===== src/hdl/difl_pkg.sv =====
package difl_pkg;
  // ==========================================================
  // Terminal and code widths
  localparam int NUM_IN = 4;
  localparam int CODE_W = 7;
  localparam int CNT_W = 16;
  localparam int TIME_W = 16;
  localparam int MODE_W = 4;
  localparam int SRC_W = 5;
  // ==========================================================
  // Input function codes
  localparam logic [6:0] FN_SET1 = 7'h16;
  localparam logic [6:0] FN_CLR1 = 7'h17;
  localparam logic [6:0] FN_SET2 = 7'h18;
  localparam logic [6:0] FN_CLR2 = 7'h19;
  localparam logic [6:0] FN_SETB = 7'h1A;
  localparam logic [6:0] FN_CLRB = 7'h1B;
  localparam logic [6:0] FN_CNTCLK = 7'h1C;
  localparam logic [6:0] FN_OHN = 7'h1E;
  localparam logic [6:0] FN_NAUTO = 7'h1F;
  localparam logic [6:0] FN_TMRC = 7'h24;
  localparam logic [6:0] FN_HOLD = 7'h30;
  localparam logic [6:0] FN_DCB1 = 7'h45;
  localparam logic [6:0] FN_DCB2 = 7'h46;
  localparam logic [6:0] FN_DCB3 = 7'h47;
  localparam logic [6:0] FN_SLESS = 7'h48;
  localparam logic [6:0] FN_RUN = 7'h49;
  localparam logic [6:0] FN_REV = 7'h4A;
  localparam logic [6:0] FN_PWRSEL = 7'h4B;
  localparam logic [6:0] FN_FINH = 7'h4C;
  localparam logic [6:0] FN_RINH = 7'h4D;
  localparam logic [6:0] FN_UP = 7'h4E;
  localparam logic [6:0] FN_DN = 7'h4F;
  // ==========================================================
  // Output function codes
  localparam logic [6:0] OF_Q1 = 7'h20;
  localparam logic [6:0] OF_Q1N = 7'h21;
  localparam logic [6:0] OF_Q2 = 7'h22;
  localparam logic [6:0] OF_Q2N = 7'h23;
  localparam logic [6:0] OF_TC = 7'h2A;
  localparam logic [6:0] OF_TCN = 7'h2B;
  localparam logic [6:0] OF_TC_EN = 7'h5C;
  localparam logic [6:0] OF_TCN2 = 7'h5D;
  // ==========================================================
  // Parameter values and time base
  localparam logic [3:0] MODE_SLESS_ON = 4'h1;
  localparam logic [3:0] MODE_SLESS_OFF = 4'h3;
  localparam logic [3:0] MODE_PWR = 4'h4;
  localparam logic [4:0] SRC_PANEL = 5'h08;
  localparam logic [3:0] AUTO_NORMAL = 4'h0;
  localparam int CLK_HZ = 10_000_000;
  localparam int TBASE_MS = 100;
  localparam int TBASE_CYC = CLK_HZ / 1000 * TBASE_MS;
  localparam int CNT_MAX_HZ = 1000;
  typedef enum logic [1:0] {
    DIFL_AST_HOLD = 2'b00,
    DIFL_AST_ON = 2'b01,
    DIFL_AST_OFF = 2'b10
  } difl_ast_t;
endpackage


===== src/hdl/difl_core.sv =====
`timescale 1ns/1ps
module difl_core
  import difl_pkg::*;
#(
  parameter int TBASE = TBASE_CYC
) (
  // Clock and reset
  input wire logic mclk_i,
  input wire logic arst_n_i,
  // Input terminals and their function codes
  input wire logic [NUM_IN-1:0] input_terminal_i,
  input wire logic [NUM_IN*CODE_W-1:0] in_code_i,
  // Output terminal function codes
  input wire logic [NUM_IN*CODE_W-1:0] out_code_i,
  // Parameters and drive state
  input wire logic [MODE_W-1:0] auto_run_mode_param_i,
  input wire logic [TIME_W-1:0] timer_time_param_i,
  input wire logic [MODE_W-1:0] control_mode_param_i,
  input wire logic [SRC_W-1:0] speed_source_param_i,
  input wire logic drive_stopped_i,
  // Output terminals
  output logic [NUM_IN-1:0] output_terminal_o,
  // Drive commands
  output logic [CNT_W-1:0] count_o,
  output logic overheat_alarm_o,
  output logic gate_block_o,
  output logic [MODE_W-1:0] run_mode_o,
  output logic speed_hold_o,
  output logic [2:0] dc_brake_sel_o,
  output logic sensorless_o,
  output logic run_o,
  output logic rev_o,
  output logic pwr_sel_ai2_o,
  output logic fwd_inhibit_o,
  output logic rev_inhibit_o,
  output logic panel_up_o,
  output logic panel_dn_o
);
  // ==========================================================
  // Synchronisers: second stage is read, third stage (prev_reg) only for edge detect
  logic [NUM_IN-1:0] sync1_reg;
  logic [NUM_IN-1:0] sync2_reg;
  logic [NUM_IN-1:0] prev_reg;
  always_ff @(posedge mclk_i or negedge arst_n_i) begin
    if (!arst_n_i) begin
      sync1_reg <= '0;
      sync2_reg <= '0;
      prev_reg <= '0;
    end else begin
      sync1_reg <= input_terminal_i;
      sync2_reg <= sync1_reg;
      prev_reg <= sync2_reg;
    end
  end

  // ==========================================================
  // Function decode: any terminal with the code asserts it
  function automatic logic any_fn(input logic [6:0] code,
                                  input logic [NUM_IN-1:0] lvl,
                                  input logic [NUM_IN*CODE_W-1:0] cv);
    logic r;
    r = 1'b0;
    for (int i = 0; i < NUM_IN; i++) begin
      if (lvl[i] && cv[i*CODE_W +: CODE_W] == code) begin
        r = 1'b1;
      end
    end
    return r;
  endfunction

  function automatic logic any_asg(input logic [6:0] code,
                                   input logic [NUM_IN*CODE_W-1:0] cv);
    logic r;
    r = 1'b0;
    for (int i = 0; i < NUM_IN; i++) begin
      if (cv[i*CODE_W +: CODE_W] == code) begin
        r = 1'b1;
      end
    end
    return r;
  endfunction

  // Unlisted (reserved) codes match nothing below
  wire set1 = any_fn(FN_SET1, sync2_reg, in_code_i) |
              any_fn(FN_SETB, sync2_reg, in_code_i);
  wire clr1 = any_fn(FN_CLR1, sync2_reg, in_code_i) |
              any_fn(FN_CLRB, sync2_reg, in_code_i);
  wire set2 = any_fn(FN_SET2, sync2_reg, in_code_i) |
              any_fn(FN_SETB, sync2_reg, in_code_i);
  wire clr2 = any_fn(FN_CLR2, sync2_reg, in_code_i) |
              any_fn(FN_CLRB, sync2_reg, in_code_i);
  wire ohn_asg = any_asg(FN_OHN, in_code_i);
  wire ohn_on = any_fn(FN_OHN, sync2_reg, in_code_i);
  wire nauto = any_fn(FN_NAUTO, sync2_reg, in_code_i);
  wire tmr_in = any_fn(FN_TMRC, sync2_reg, in_code_i);
  wire hold = any_fn(FN_HOLD, sync2_reg, in_code_i);
  wire [2:0] dcb = {any_fn(FN_DCB3, sync2_reg, in_code_i),
                    any_fn(FN_DCB2, sync2_reg, in_code_i),
                    any_fn(FN_DCB1, sync2_reg, in_code_i)};
  wire sless = any_fn(FN_SLESS, sync2_reg, in_code_i);
  wire pwrsel = any_fn(FN_PWRSEL, sync2_reg, in_code_i);
  wire panel = speed_source_param_i == SRC_PANEL;
  // Only terminal two (index 1) clocks the counter
  wire cnt_edge = sync2_reg[1] & ~prev_reg[1] &
                  (in_code_i[CODE_W +: CODE_W] == FN_CNTCLK);
  // Overheat is active when any assigned terminal is off
  wire oh_trip = ohn_asg &
                 (any_fn(FN_OHN, ~sync2_reg, in_code_i) | ~ohn_on);

  // ==========================================================
  // Latches: clear has priority over set
  logic q1_reg;
  logic q2_reg;
  always_ff @(posedge mclk_i or negedge arst_n_i) begin
    if (!arst_n_i) begin
      q1_reg <= 1'b0;
      q2_reg <= 1'b0;
    end else begin
      q1_reg <= ~clr1 & (set1 | q1_reg);
      q2_reg <= ~clr2 & (set2 | q2_reg);
    end
  end

  // ==========================================================
  // Edge counter; source must keep below CNT_MAX_HZ
  logic [CNT_W-1:0] cnt_reg;
  always_ff @(posedge mclk_i or negedge arst_n_i) begin
    if (!arst_n_i) begin
      cnt_reg <= '0;
    end else if (cnt_edge) begin
      cnt_reg <= cnt_reg + 1'b1;
    end
  end

  // ==========================================================
  // Time base tick for the astable timer
  logic [23:0] tb_reg;
  wire tick = tb_reg == 24'(TBASE - 1);
  always_ff @(posedge mclk_i or negedge arst_n_i) begin
    if (!arst_n_i) begin
      tb_reg <= '0;
    end else begin
      tb_reg <= tick ? 24'h000000 : tb_reg + 24'h000001;
    end
  end

  // ==========================================================
  // Astable timer: half period in ticks is time/2, min one
  difl_ast_t ast_reg;
  logic [TIME_W-1:0] ht_reg;
  wire [TIME_W-1:0] half = (timer_time_param_i >> 1) == '0 ?
                           TIME_W'(1) : timer_time_param_i >> 1;
  always_ff @(posedge mclk_i or negedge arst_n_i) begin
    if (!arst_n_i) begin
      ast_reg <= DIFL_AST_HOLD;
      ht_reg <= '0;
    end else begin
      case (ast_reg)
        DIFL_AST_HOLD: begin
          ht_reg <= '0;
          if (tmr_in) begin
            ast_reg <= DIFL_AST_ON;
          end
        end
        DIFL_AST_ON, DIFL_AST_OFF: begin
          if (!tmr_in) begin
            ast_reg <= DIFL_AST_HOLD;
          end else if (tick) begin
            if (ht_reg + TIME_W'(1) >= half) begin
              ht_reg <= '0;
              ast_reg <= ast_reg == DIFL_AST_ON ? DIFL_AST_OFF
                                                : DIFL_AST_ON;
            end else begin
              ht_reg <= ht_reg + TIME_W'(1);
            end
          end
        end
        default: ast_reg <= DIFL_AST_HOLD;
      endcase
    end
  end
  wire tc_out = ast_reg != DIFL_AST_OFF;
  wire tc_en = ast_reg == DIFL_AST_ON;

  // ==========================================================
  // Output terminal selection
  logic [NUM_IN-1:0] osel;
  always_comb begin
    for (int i = 0; i < NUM_IN; i++) begin
      case (out_code_i[i*CODE_W +: CODE_W])
        OF_Q1: osel[i] = q1_reg;
        OF_Q1N: osel[i] = ~q1_reg;
        OF_Q2: osel[i] = q2_reg;
        OF_Q2N: osel[i] = ~q2_reg;
        OF_TC: osel[i] = tc_out;
        OF_TCN, OF_TCN2: osel[i] = ~tc_out;
        OF_TC_EN: osel[i] = tc_en;
        default: osel[i] = 1'b0;
      endcase
    end
  end

  // ==========================================================
  // Mode latch: normal/auto applies only while stopped
  logic [MODE_W-1:0] mode_reg;
  logic sl_reg;
  wire [MODE_W-1:0] mode_next = nauto ? AUTO_NORMAL
                                      : auto_run_mode_param_i;
  always_ff @(posedge mclk_i or negedge arst_n_i) begin
    if (!arst_n_i) begin
      mode_reg <= AUTO_NORMAL;
      sl_reg <= 1'b0;
    end else begin
      if (drive_stopped_i) begin
        mode_reg <= mode_next;
      end
      if (sless && control_mode_param_i == MODE_SLESS_ON) begin
        sl_reg <= 1'b1;
      end else if (sless && control_mode_param_i == MODE_SLESS_OFF) begin
        sl_reg <= 1'b0;
      end
    end
  end

  // ==========================================================
  // Registered outputs
  always_ff @(posedge mclk_i or negedge arst_n_i) begin
    if (!arst_n_i) begin
      output_terminal_o <= '0;
      count_o <= '0;
      overheat_alarm_o <= 1'b0;
      gate_block_o <= 1'b0;
      run_mode_o <= AUTO_NORMAL;
      speed_hold_o <= 1'b0;
      dc_brake_sel_o <= '0;
      sensorless_o <= 1'b0;
      run_o <= 1'b0;
      rev_o <= 1'b0;
      pwr_sel_ai2_o <= 1'b0;
      fwd_inhibit_o <= 1'b0;
      rev_inhibit_o <= 1'b0;
      panel_up_o <= 1'b0;
      panel_dn_o <= 1'b0;
    end else begin
      output_terminal_o <= osel;
      count_o <= cnt_reg;
      overheat_alarm_o <= oh_trip;
      gate_block_o <= oh_trip;
      run_mode_o <= mode_reg;
      speed_hold_o <= hold;
      dc_brake_sel_o <= dcb;
      sensorless_o <= sl_reg;
      run_o <= any_fn(FN_RUN, sync2_reg, in_code_i);
      rev_o <= any_fn(FN_REV, sync2_reg, in_code_i);
      pwr_sel_ai2_o <= pwrsel &
                       (control_mode_param_i == MODE_PWR);
      fwd_inhibit_o <= any_fn(FN_FINH, sync2_reg, in_code_i);
      rev_inhibit_o <= any_fn(FN_RINH, sync2_reg, in_code_i);
      panel_up_o <= panel & any_fn(FN_UP, sync2_reg, in_code_i);
      panel_dn_o <= panel & any_fn(FN_DN, sync2_reg, in_code_i);
    end
  end
endmodule // difl_core


===== config.mk =====
export PLATFORM = sky130hd
export DESIGN_NAME = difl_core
export DESIGN_NICKNAME = d
export VERILOG_FILES = /design/src/hdl/difl_pkg.sv /design/src/hdl/difl_core.sv
export SDC_FILE = /design/constraint.sdc
export NUM_CORES = 1
export LEC_CHECK = 0
export BUFFER_PORTS_ARGS = -buffer_cell sky130_fd_sc_hd__buf_2
export CORE_ASPECT_RATIO = 1.1
export CORE_MARGIN = 1
export CORE_UTILIZATION = 40
export CTS_BUF_LIST = sky130_fd_sc_hd__clkbuf_2 sky130_fd_sc_hd__clkbuf_4 sky130_fd_sc_hd__clkbuf_8
export CTS_CLUSTER_DIAMETER = 120
export DETAILED_ROUTE_END_ITERATION = 8
export PLACE_DENSITY = 0.72
export RECOVER_POWER = 25
export SLEW_MARGIN = 15
export SYNTH_ARGS = -nofsm -noshare
export SYNTH_HDL_FRONTEND = slang
export SYNTH_SLANG_ARGS = --single-unit

===== constraint.sdc =====
create_clock -name mclk_i -period 8.8 [get_ports mclk_i]
set_input_delay 0.44 -clock mclk_i [delete_from_list [all_inputs] [get_ports mclk_i]]
set_output_delay 0.44 -clock mclk_i [all_outputs]
set_load 0.05 [all_outputs]

## Word-level counts from Yosys, hierarchy flattened

Cells that the tools add are included.

| word-level totals | value |
|---|---|
| register bits | 112 |
| bits of input ports | 92 |
| output and inout port bits | 38 |
| word-level logic and storage cells | 394 |

| operators by class | value |
|---|---|
| add/subtract/negate cells | 3 |
| $lt $le $gt $ge | 1 |
| equal/unequal tests | 130 |
| mux-type cells | 111 |
| bitwise logic cells | 23 |
| reduce and logical (&&, ||, !) cells | 101 |

Operators by type and width:

| operator | count |
|---|---|
| $eq 7x7->1 const B | 52 |
| $eq 7x5->1 const B | 33 |
| $eq 7x6->1 const B | 32 |
| $mux 1 | 94 |
| $logic_and 1x1->1 | 90 |
| $mux 16 | 3 |
| $add 16x1->16 const B | 2 |
| $pmux 16 s2 | 1 |
| $pmux 1 s7 | 4 |
| $add 24x1->24 const B | 1 |
| $eq 24x20->1 const B | 1 |
| $mux 24 | 1 |
| $ge 16x15->1 | 1 |
| $logic_not 16->1 | 1 |
| $mux 15 | 1 |
| $mux 2 | 5 |
| $reduce_or 2->1 | 5 |
| $and 1x1->1 | 8 |
| $ne 2x2->1 const B | 4 |
| $not 1->1 | 7 |
| $or 1x1->1 | 7 |
| $ne 3x3->1 const B | 2 |
| $reduce_and 3->1 | 2 |
| $eq 5x4->1 const B | 1 |
| other kinds (10) | 11 |

## Depth between registers and ports, before layout

| depth | value |
|---|---|
| depth in word-level cells | 9 |
| gate-level depth with buffers | 14 |
| gate-level depth less buffers | 13 |

## Least setup slack after synthesis

OpenSTA, ideal clock, no wires.

| timing path | value |
|---|---|
| path type | flip-flop to flip-flop |
| start point | register ht_reg[3] |
| end point | register ht_reg[11] |
| setup time | 0.066 ns |
| data arrival time | 2.989 ns |
| data required time | 8.734 ns |
| setup slack | 5.744 ns |
| cell stages (with the launch flop) | 14 |
| buffers on the path | 2 |
| clock period less this slack | 3.056 ns |
| path through | dfrtp_1 -> buf_4 -> nand4_2 -> or3_1 -> and2_1 -> or2_2 -> ha_1 -> a21oi_1 -> o221ai_1 -> a41o_1 -> a211oi_1 -> clkbuf_1 -> o211ai_1 -> nand2_1 |

| between the ends | value |
|---|---|
| word-level cells in the longest chain between the ends | 6 |

RTL lines:

| item | line | text |
|---|---|---|
| start, declared | difl_core.sv:150 | `logic [TIME_W-1:0] ht_reg;` |
| start signal, assigned | difl_core.sv:174 | `ht_reg <= ht_reg + TIME_W'(1);` |
| $add 16x1->16 * | difl_core.sv:169, difl_core.sv:174 |  |
| $ge 16x15->1 | difl_core.sv:169 | `if (ht_reg + TIME_W'(1) >= half) begin` |
| $mux 16 * | difl_core.sv:169 |  |
| $mux 16 * | difl_core.sv:168 | `end else if (tick) begin` |
| $mux 16 * | difl_core.sv:166 | `if (!tmr_in) begin` |
| $pmux 16 s2 * | difl_core.sv:158 | `case (ast_reg)` |

Mark *: on every way between the ends. The rest lies on a longest branch, timed or not. The select of a mux whose other input is x is not followed.
A chain may end at the register's enable or synchronous reset.

## Worst setup path in the final report

| timing path | value |
|---|---|
| start point | register ht_reg[3] |
| end point | register ast_reg[1] |

| between the ends | value |
|---|---|
| word-level cells in the longest chain between the ends | 4 |

RTL lines:

| item | line | text |
|---|---|---|
| $add 16x1->16 | difl_core.sv:169 |  |
| $ge 16x15->1 | difl_core.sv:169 |  |
| $ne 3x3->1 (no source line) | -- |  |
| $reduce_and 3->1 (no source line) | -- |  |
| end signal, assigned | difl_core.sv:171 | `ast_reg <= ast_reg == DIFL_AST_ON ? DIFL_AST_OFF` |
| end, declared | difl_core.sv:149 | `difl_ast_t ast_reg;` |

No other way between the ends.

==> results.py <==
metrics = {
    "status": {
        "status": "finished, violations left",
        "violations": "capacitance limit, slew limit",
    },
    "floorplanning": {
        "die_w_um": 120.6,
        "fp.dieH_um": 132.4,
        "start_util": 0.4108,
        "rows": 47,
        "io_pins": 130,
        "dieArea_um2": 15960,
        "core_um2": 15050,
    },
    "critical_path": {
        "crit_fanout": 21,
        "rrSetupSlack_ns": 5.35,
        "r2r_end": "ast_reg[1]",
        "crit_path_end": "ast_reg[1]",
        "worstSetupStartpoint": "ht_reg[3]",
        "start_kind": "flip-flop",
        "worst-setup-path-type": "flip-flop to flip-flop",
        "worst-endpoint-required_ns": 9.12,
        "r2r-start": "ht_reg[3]",
        "worstPathArrival_ns": 3.77,
        "endpoint_kind": "flip-flop",
        "reg2reg_depth": 11,
    },
    "placement": {
        "placed_cell_area_um2": 7028,
        "io_buffer_count": 128,
        "dpl.cell_count": 952,
        "globalplace.congestion": 0.9553,
        "place_worst_setup_slack_ns": 5.354,
        "dp_hpwl_um": 10960,
    },
    "clock_tree": {
        "clk-insertion-delay-late_ns": 0.38,
        "cts_buffer_depth": 2,
        "hold_buffers": 0,
        "clk_pin_slew_worst_paths_ns": 0.11,
        "cts_sinks": 111,
        "h-tree-depth": 3,
        "cts_root_buffer": "clkbuf_8",
        "cts_tree": "done",
        "post_cts.repair.setup_buffers": 0,
        "numCtsBuffers": 9,
        "post_cts_resize_count": 0,
    },
    "sta": {
        "finalHoldViolCount": 0,
        "fin_skew_ns": 0.01074,
        "setup_tns_ns": 0,
        "worst_pin_slew_ns": 2.109,
        "period_share": 0.3917,
        "min_period_ns": 3.447,
        "postLayoutSetupSlackWorst_ns": 5.353,
        "grt_setup_unrepaired": "no",
        "relSlewSlack": -0.4060,
        "finalSetupViolCount": 0,
        "final_max_slew_viol_count": 38,
        "max_freq_ghz": 0.2901,
    },
    "power_and_ir_drop": {
        "vdd_drop_max_mv": 0.09106,
        "p_sw_w": 0.0002990,
        "p_sw_frac": 0.2933,
        "p_seq_frac": 0.525,
        "p_total_w": 0.001020,
        "power.density_nw_per_um2": 140.8,
        "comb_power_share": 0.158,
        "clock_power_share": 0.316,
        "leakage_nw": 3.503,
        "internal_power_w": 0.0007205,
    },
    "cells_and_area": {
        "layout.cells.non_filler": 969,
        "fin_area_um2": 7239,
        "fin_nets": 881,
        "area_growth_pct": 17.05,
        "drive_above_1_share": 0.2215,
        "largest_reg_flops": 24,
    },
    "routing": {
        "vias": 5269,
        "first_pass_iters": 6,
        "avgViaCountPerCell": 5.438,
        "drt_iter0_drc": 445,
        "drc": 0,
        "routedWlPerCell_um": 14.78,
        "antenna_left": 0,
        "routed_wl_um": 14320,
    },
    "yosys": {
        "synth_cell_type_count": 71,
        "syn-cell-area_um2": 6185,
        "synth-seq-cells": 111,
        "ys_seq_area_frac": 0.4491,
        "synth_ff_type": "dfrtp_1",
        "syn_nets": 752,
        "async_flop_share": 1.000,
        "synth_cells": 638,
        "ys.warnings.count": 0,
        "synth_edf_count": 0,
        "avgSynthCellArea_um2": 9.694,
    },
    "global_route": {
        "grt_pass1_wl_um": 24050,
        "grt-ovfl-total": 0,
        "grt_max_degree": 76,
        "first_global_vias": 5029,
        "grt_usage": 0.1884,
        "antenna_found_initial": 1,
    },
    "run": {
        "maxCapViolations": 1,
    },
    "hold_path": {
        "hold_depth": 1,
        "hp-class": "input pin to flip-flop",
    },
}
==> power by group through the flow <==
stage               combinational (W)  sequential [W]  clock (W)
detailed placement           0.000163        0.000546          0
floorplan                   0.0000841        0.000553          0
global route                 0.000181        0.000538   0.000352
CTS                          0.000164        0.000536   0.000337
finish                       0.000161        0.000535   0.000323
global placement             0.000161        0.000546          0
==> cell families after synthesis <==
family,after synthesis,share of synthesized area
flip-flops,111,0.4491
multiplexers,6,0.009913
AND/OR/NAND/NOR,318,0.2954
XOR/XNOR,48,0.06798
AO/OA/AOI/OAI,94,0.1062
buffers and inverters,39,0.02691
adder cells (fa/ha/maj),22,0.04451
==> placed cells by master (no fill, tap or decap), drive strengths merged, types with 3 or more instances in the layout <==
| cell | netlist | final |
|---|---|---|
| a21oi | 18 | 18 |
| a221oi | 4 | 4 |
| a22o | 8 | 8 |
| a22oi | 9 | 9 |
| a31oi | 4 | 4 |
| a41o | 3 | 3 |
| and2 | 6 | 6 |
| and3 | 12 | 12 |
| buf | 7 | 129 |
| clkbuf | 5 | 11 |
| dfrtp | 111 | 111 |
| ha | 22 | 22 |
| inv | 27 | 30 |
| mux2i | 5 | 5 |
| nand2 | 62 | 62 |
| nand2b | 13 | 13 |
| nand3 | 52 | 52 |
| nand3b | 5 | 5 |
| nand4 | 15 | 15 |
| nand4b | 3 | 3 |
| nand4bb | 5 | 5 |
| nor2 | 65 | 65 |
| nor2b | 13 | 13 |
| nor3 | 11 | 11 |
| nor3b | 6 | 6 |
| nor4 | 16 | 16 |
| nor4b | 13 | 13 |
| o211ai | 7 | 7 |
| o21ai | 17 | 17 |
| o22ai | 3 | 3 |
| o311ai | 3 | 3 |
| or2 | 6 | 6 |
| or3 | 5 | 5 |
| xnor2 | 27 | 27 |
| xor2 | 21 | 21 |
==> synth_stat cells (all sizes together) (3+ instances only) <==
cell,instances,share of area
nor2,65,0.039
and3,12,0.013
or2,6,0.0061
xnor2,27,0.038
nor3,11,0.011
a31oi,4,0.0040
nand4b,3,0.0067
nand2b,13,0.013
nand2,62,0.038
a41o,3,0.0049
a22o,8,0.011
ha,22,0.045
o21ai,17,0.014
a21oi,18,0.015
nor4b,13,0.021
xor2,21,0.030
nand3b,5,0.0061
buf,7,0.0075
a22oi,9,0.011
mux2i,5,0.0081
or3,5,0.0051
nand4bb,5,0.012
o311ai,3,0.0042
inv,27,0.016
o211ai,7,0.0085
clkbuf,5,0.0030
nor2b,13,0.013
nand3,52,0.043
a221oi,4,0.0057
dfrtp,111,0.45
nor4,16,0.021
and2,6,0.0061
o22ai,3,0.0030
nor3b,6,0.0073
nand4,15,0.016
==> critical path, cell delays in order, from the launching register on <==
cell       delay, ns
dfrtp_1         0.50
nand4_2         0.17
or3_1           0.44
and2_1          0.19
or2_2           0.29
ha_1            0.32
nand4_1         0.12
a2111oi_0       0.45
a211oi_2        0.13
buf_4           0.23
or4_1           0.47
nand3_1         0.09
==> cell type report <==
class                   count  area, µm²
flip-flops and latches    111       2778
repair buffers            130      654.4
multi-input cells         488       3246
well taps                 196      245.2
diodes                      1      2.502
inverters                  27      101.3
clock inverters             6      75.07
clock buffers              10      137.6
fillers                  1443       7815
==> metal layers <==
metal | share of wire | routed length, µm | up-vias | global-route usage
li1 | - | - | 2584 | -
met1 | 0.46 | 6598 | 2484 | 0.2587
met2 | 0.47 | 6672 | 183 | 0.3027
met3 | 0.059 | 847 | 18 | 0.03362
met4 | 0.014 | 204 | 0 | 0.05761
met5 | 0 | 0 | - | 0
==> metrics by stage <==
stage	util	hold slack, ns
2_1_floorplan	-	0.1444
3_3_place_gp	0.4668	0.3332
3_5_place_dp	0.4668	0.3404
4_1_cts	0.4810	0.01024
5_1_grt	0.4807	0.1285
6_report	0.4809	0.1536
==> worst min-delay path by stage <==
stage,start,endpoint,slack (ns)
floorplan,arst_n_i,ast_reg[0],0.14
global placement,sync1_reg[1],sync2_reg[1],0.33
detailed placement,sync1_reg[1],sync2_reg[1],0.34
CTS,arst_n_i,sl_reg,0.01
global route,input_terminal_i[2],sync1_reg[2],0.13
finish,input_terminal_i[2],sync1_reg[2],0.15
No activity file was read; power rests on OpenSTA's default activity.
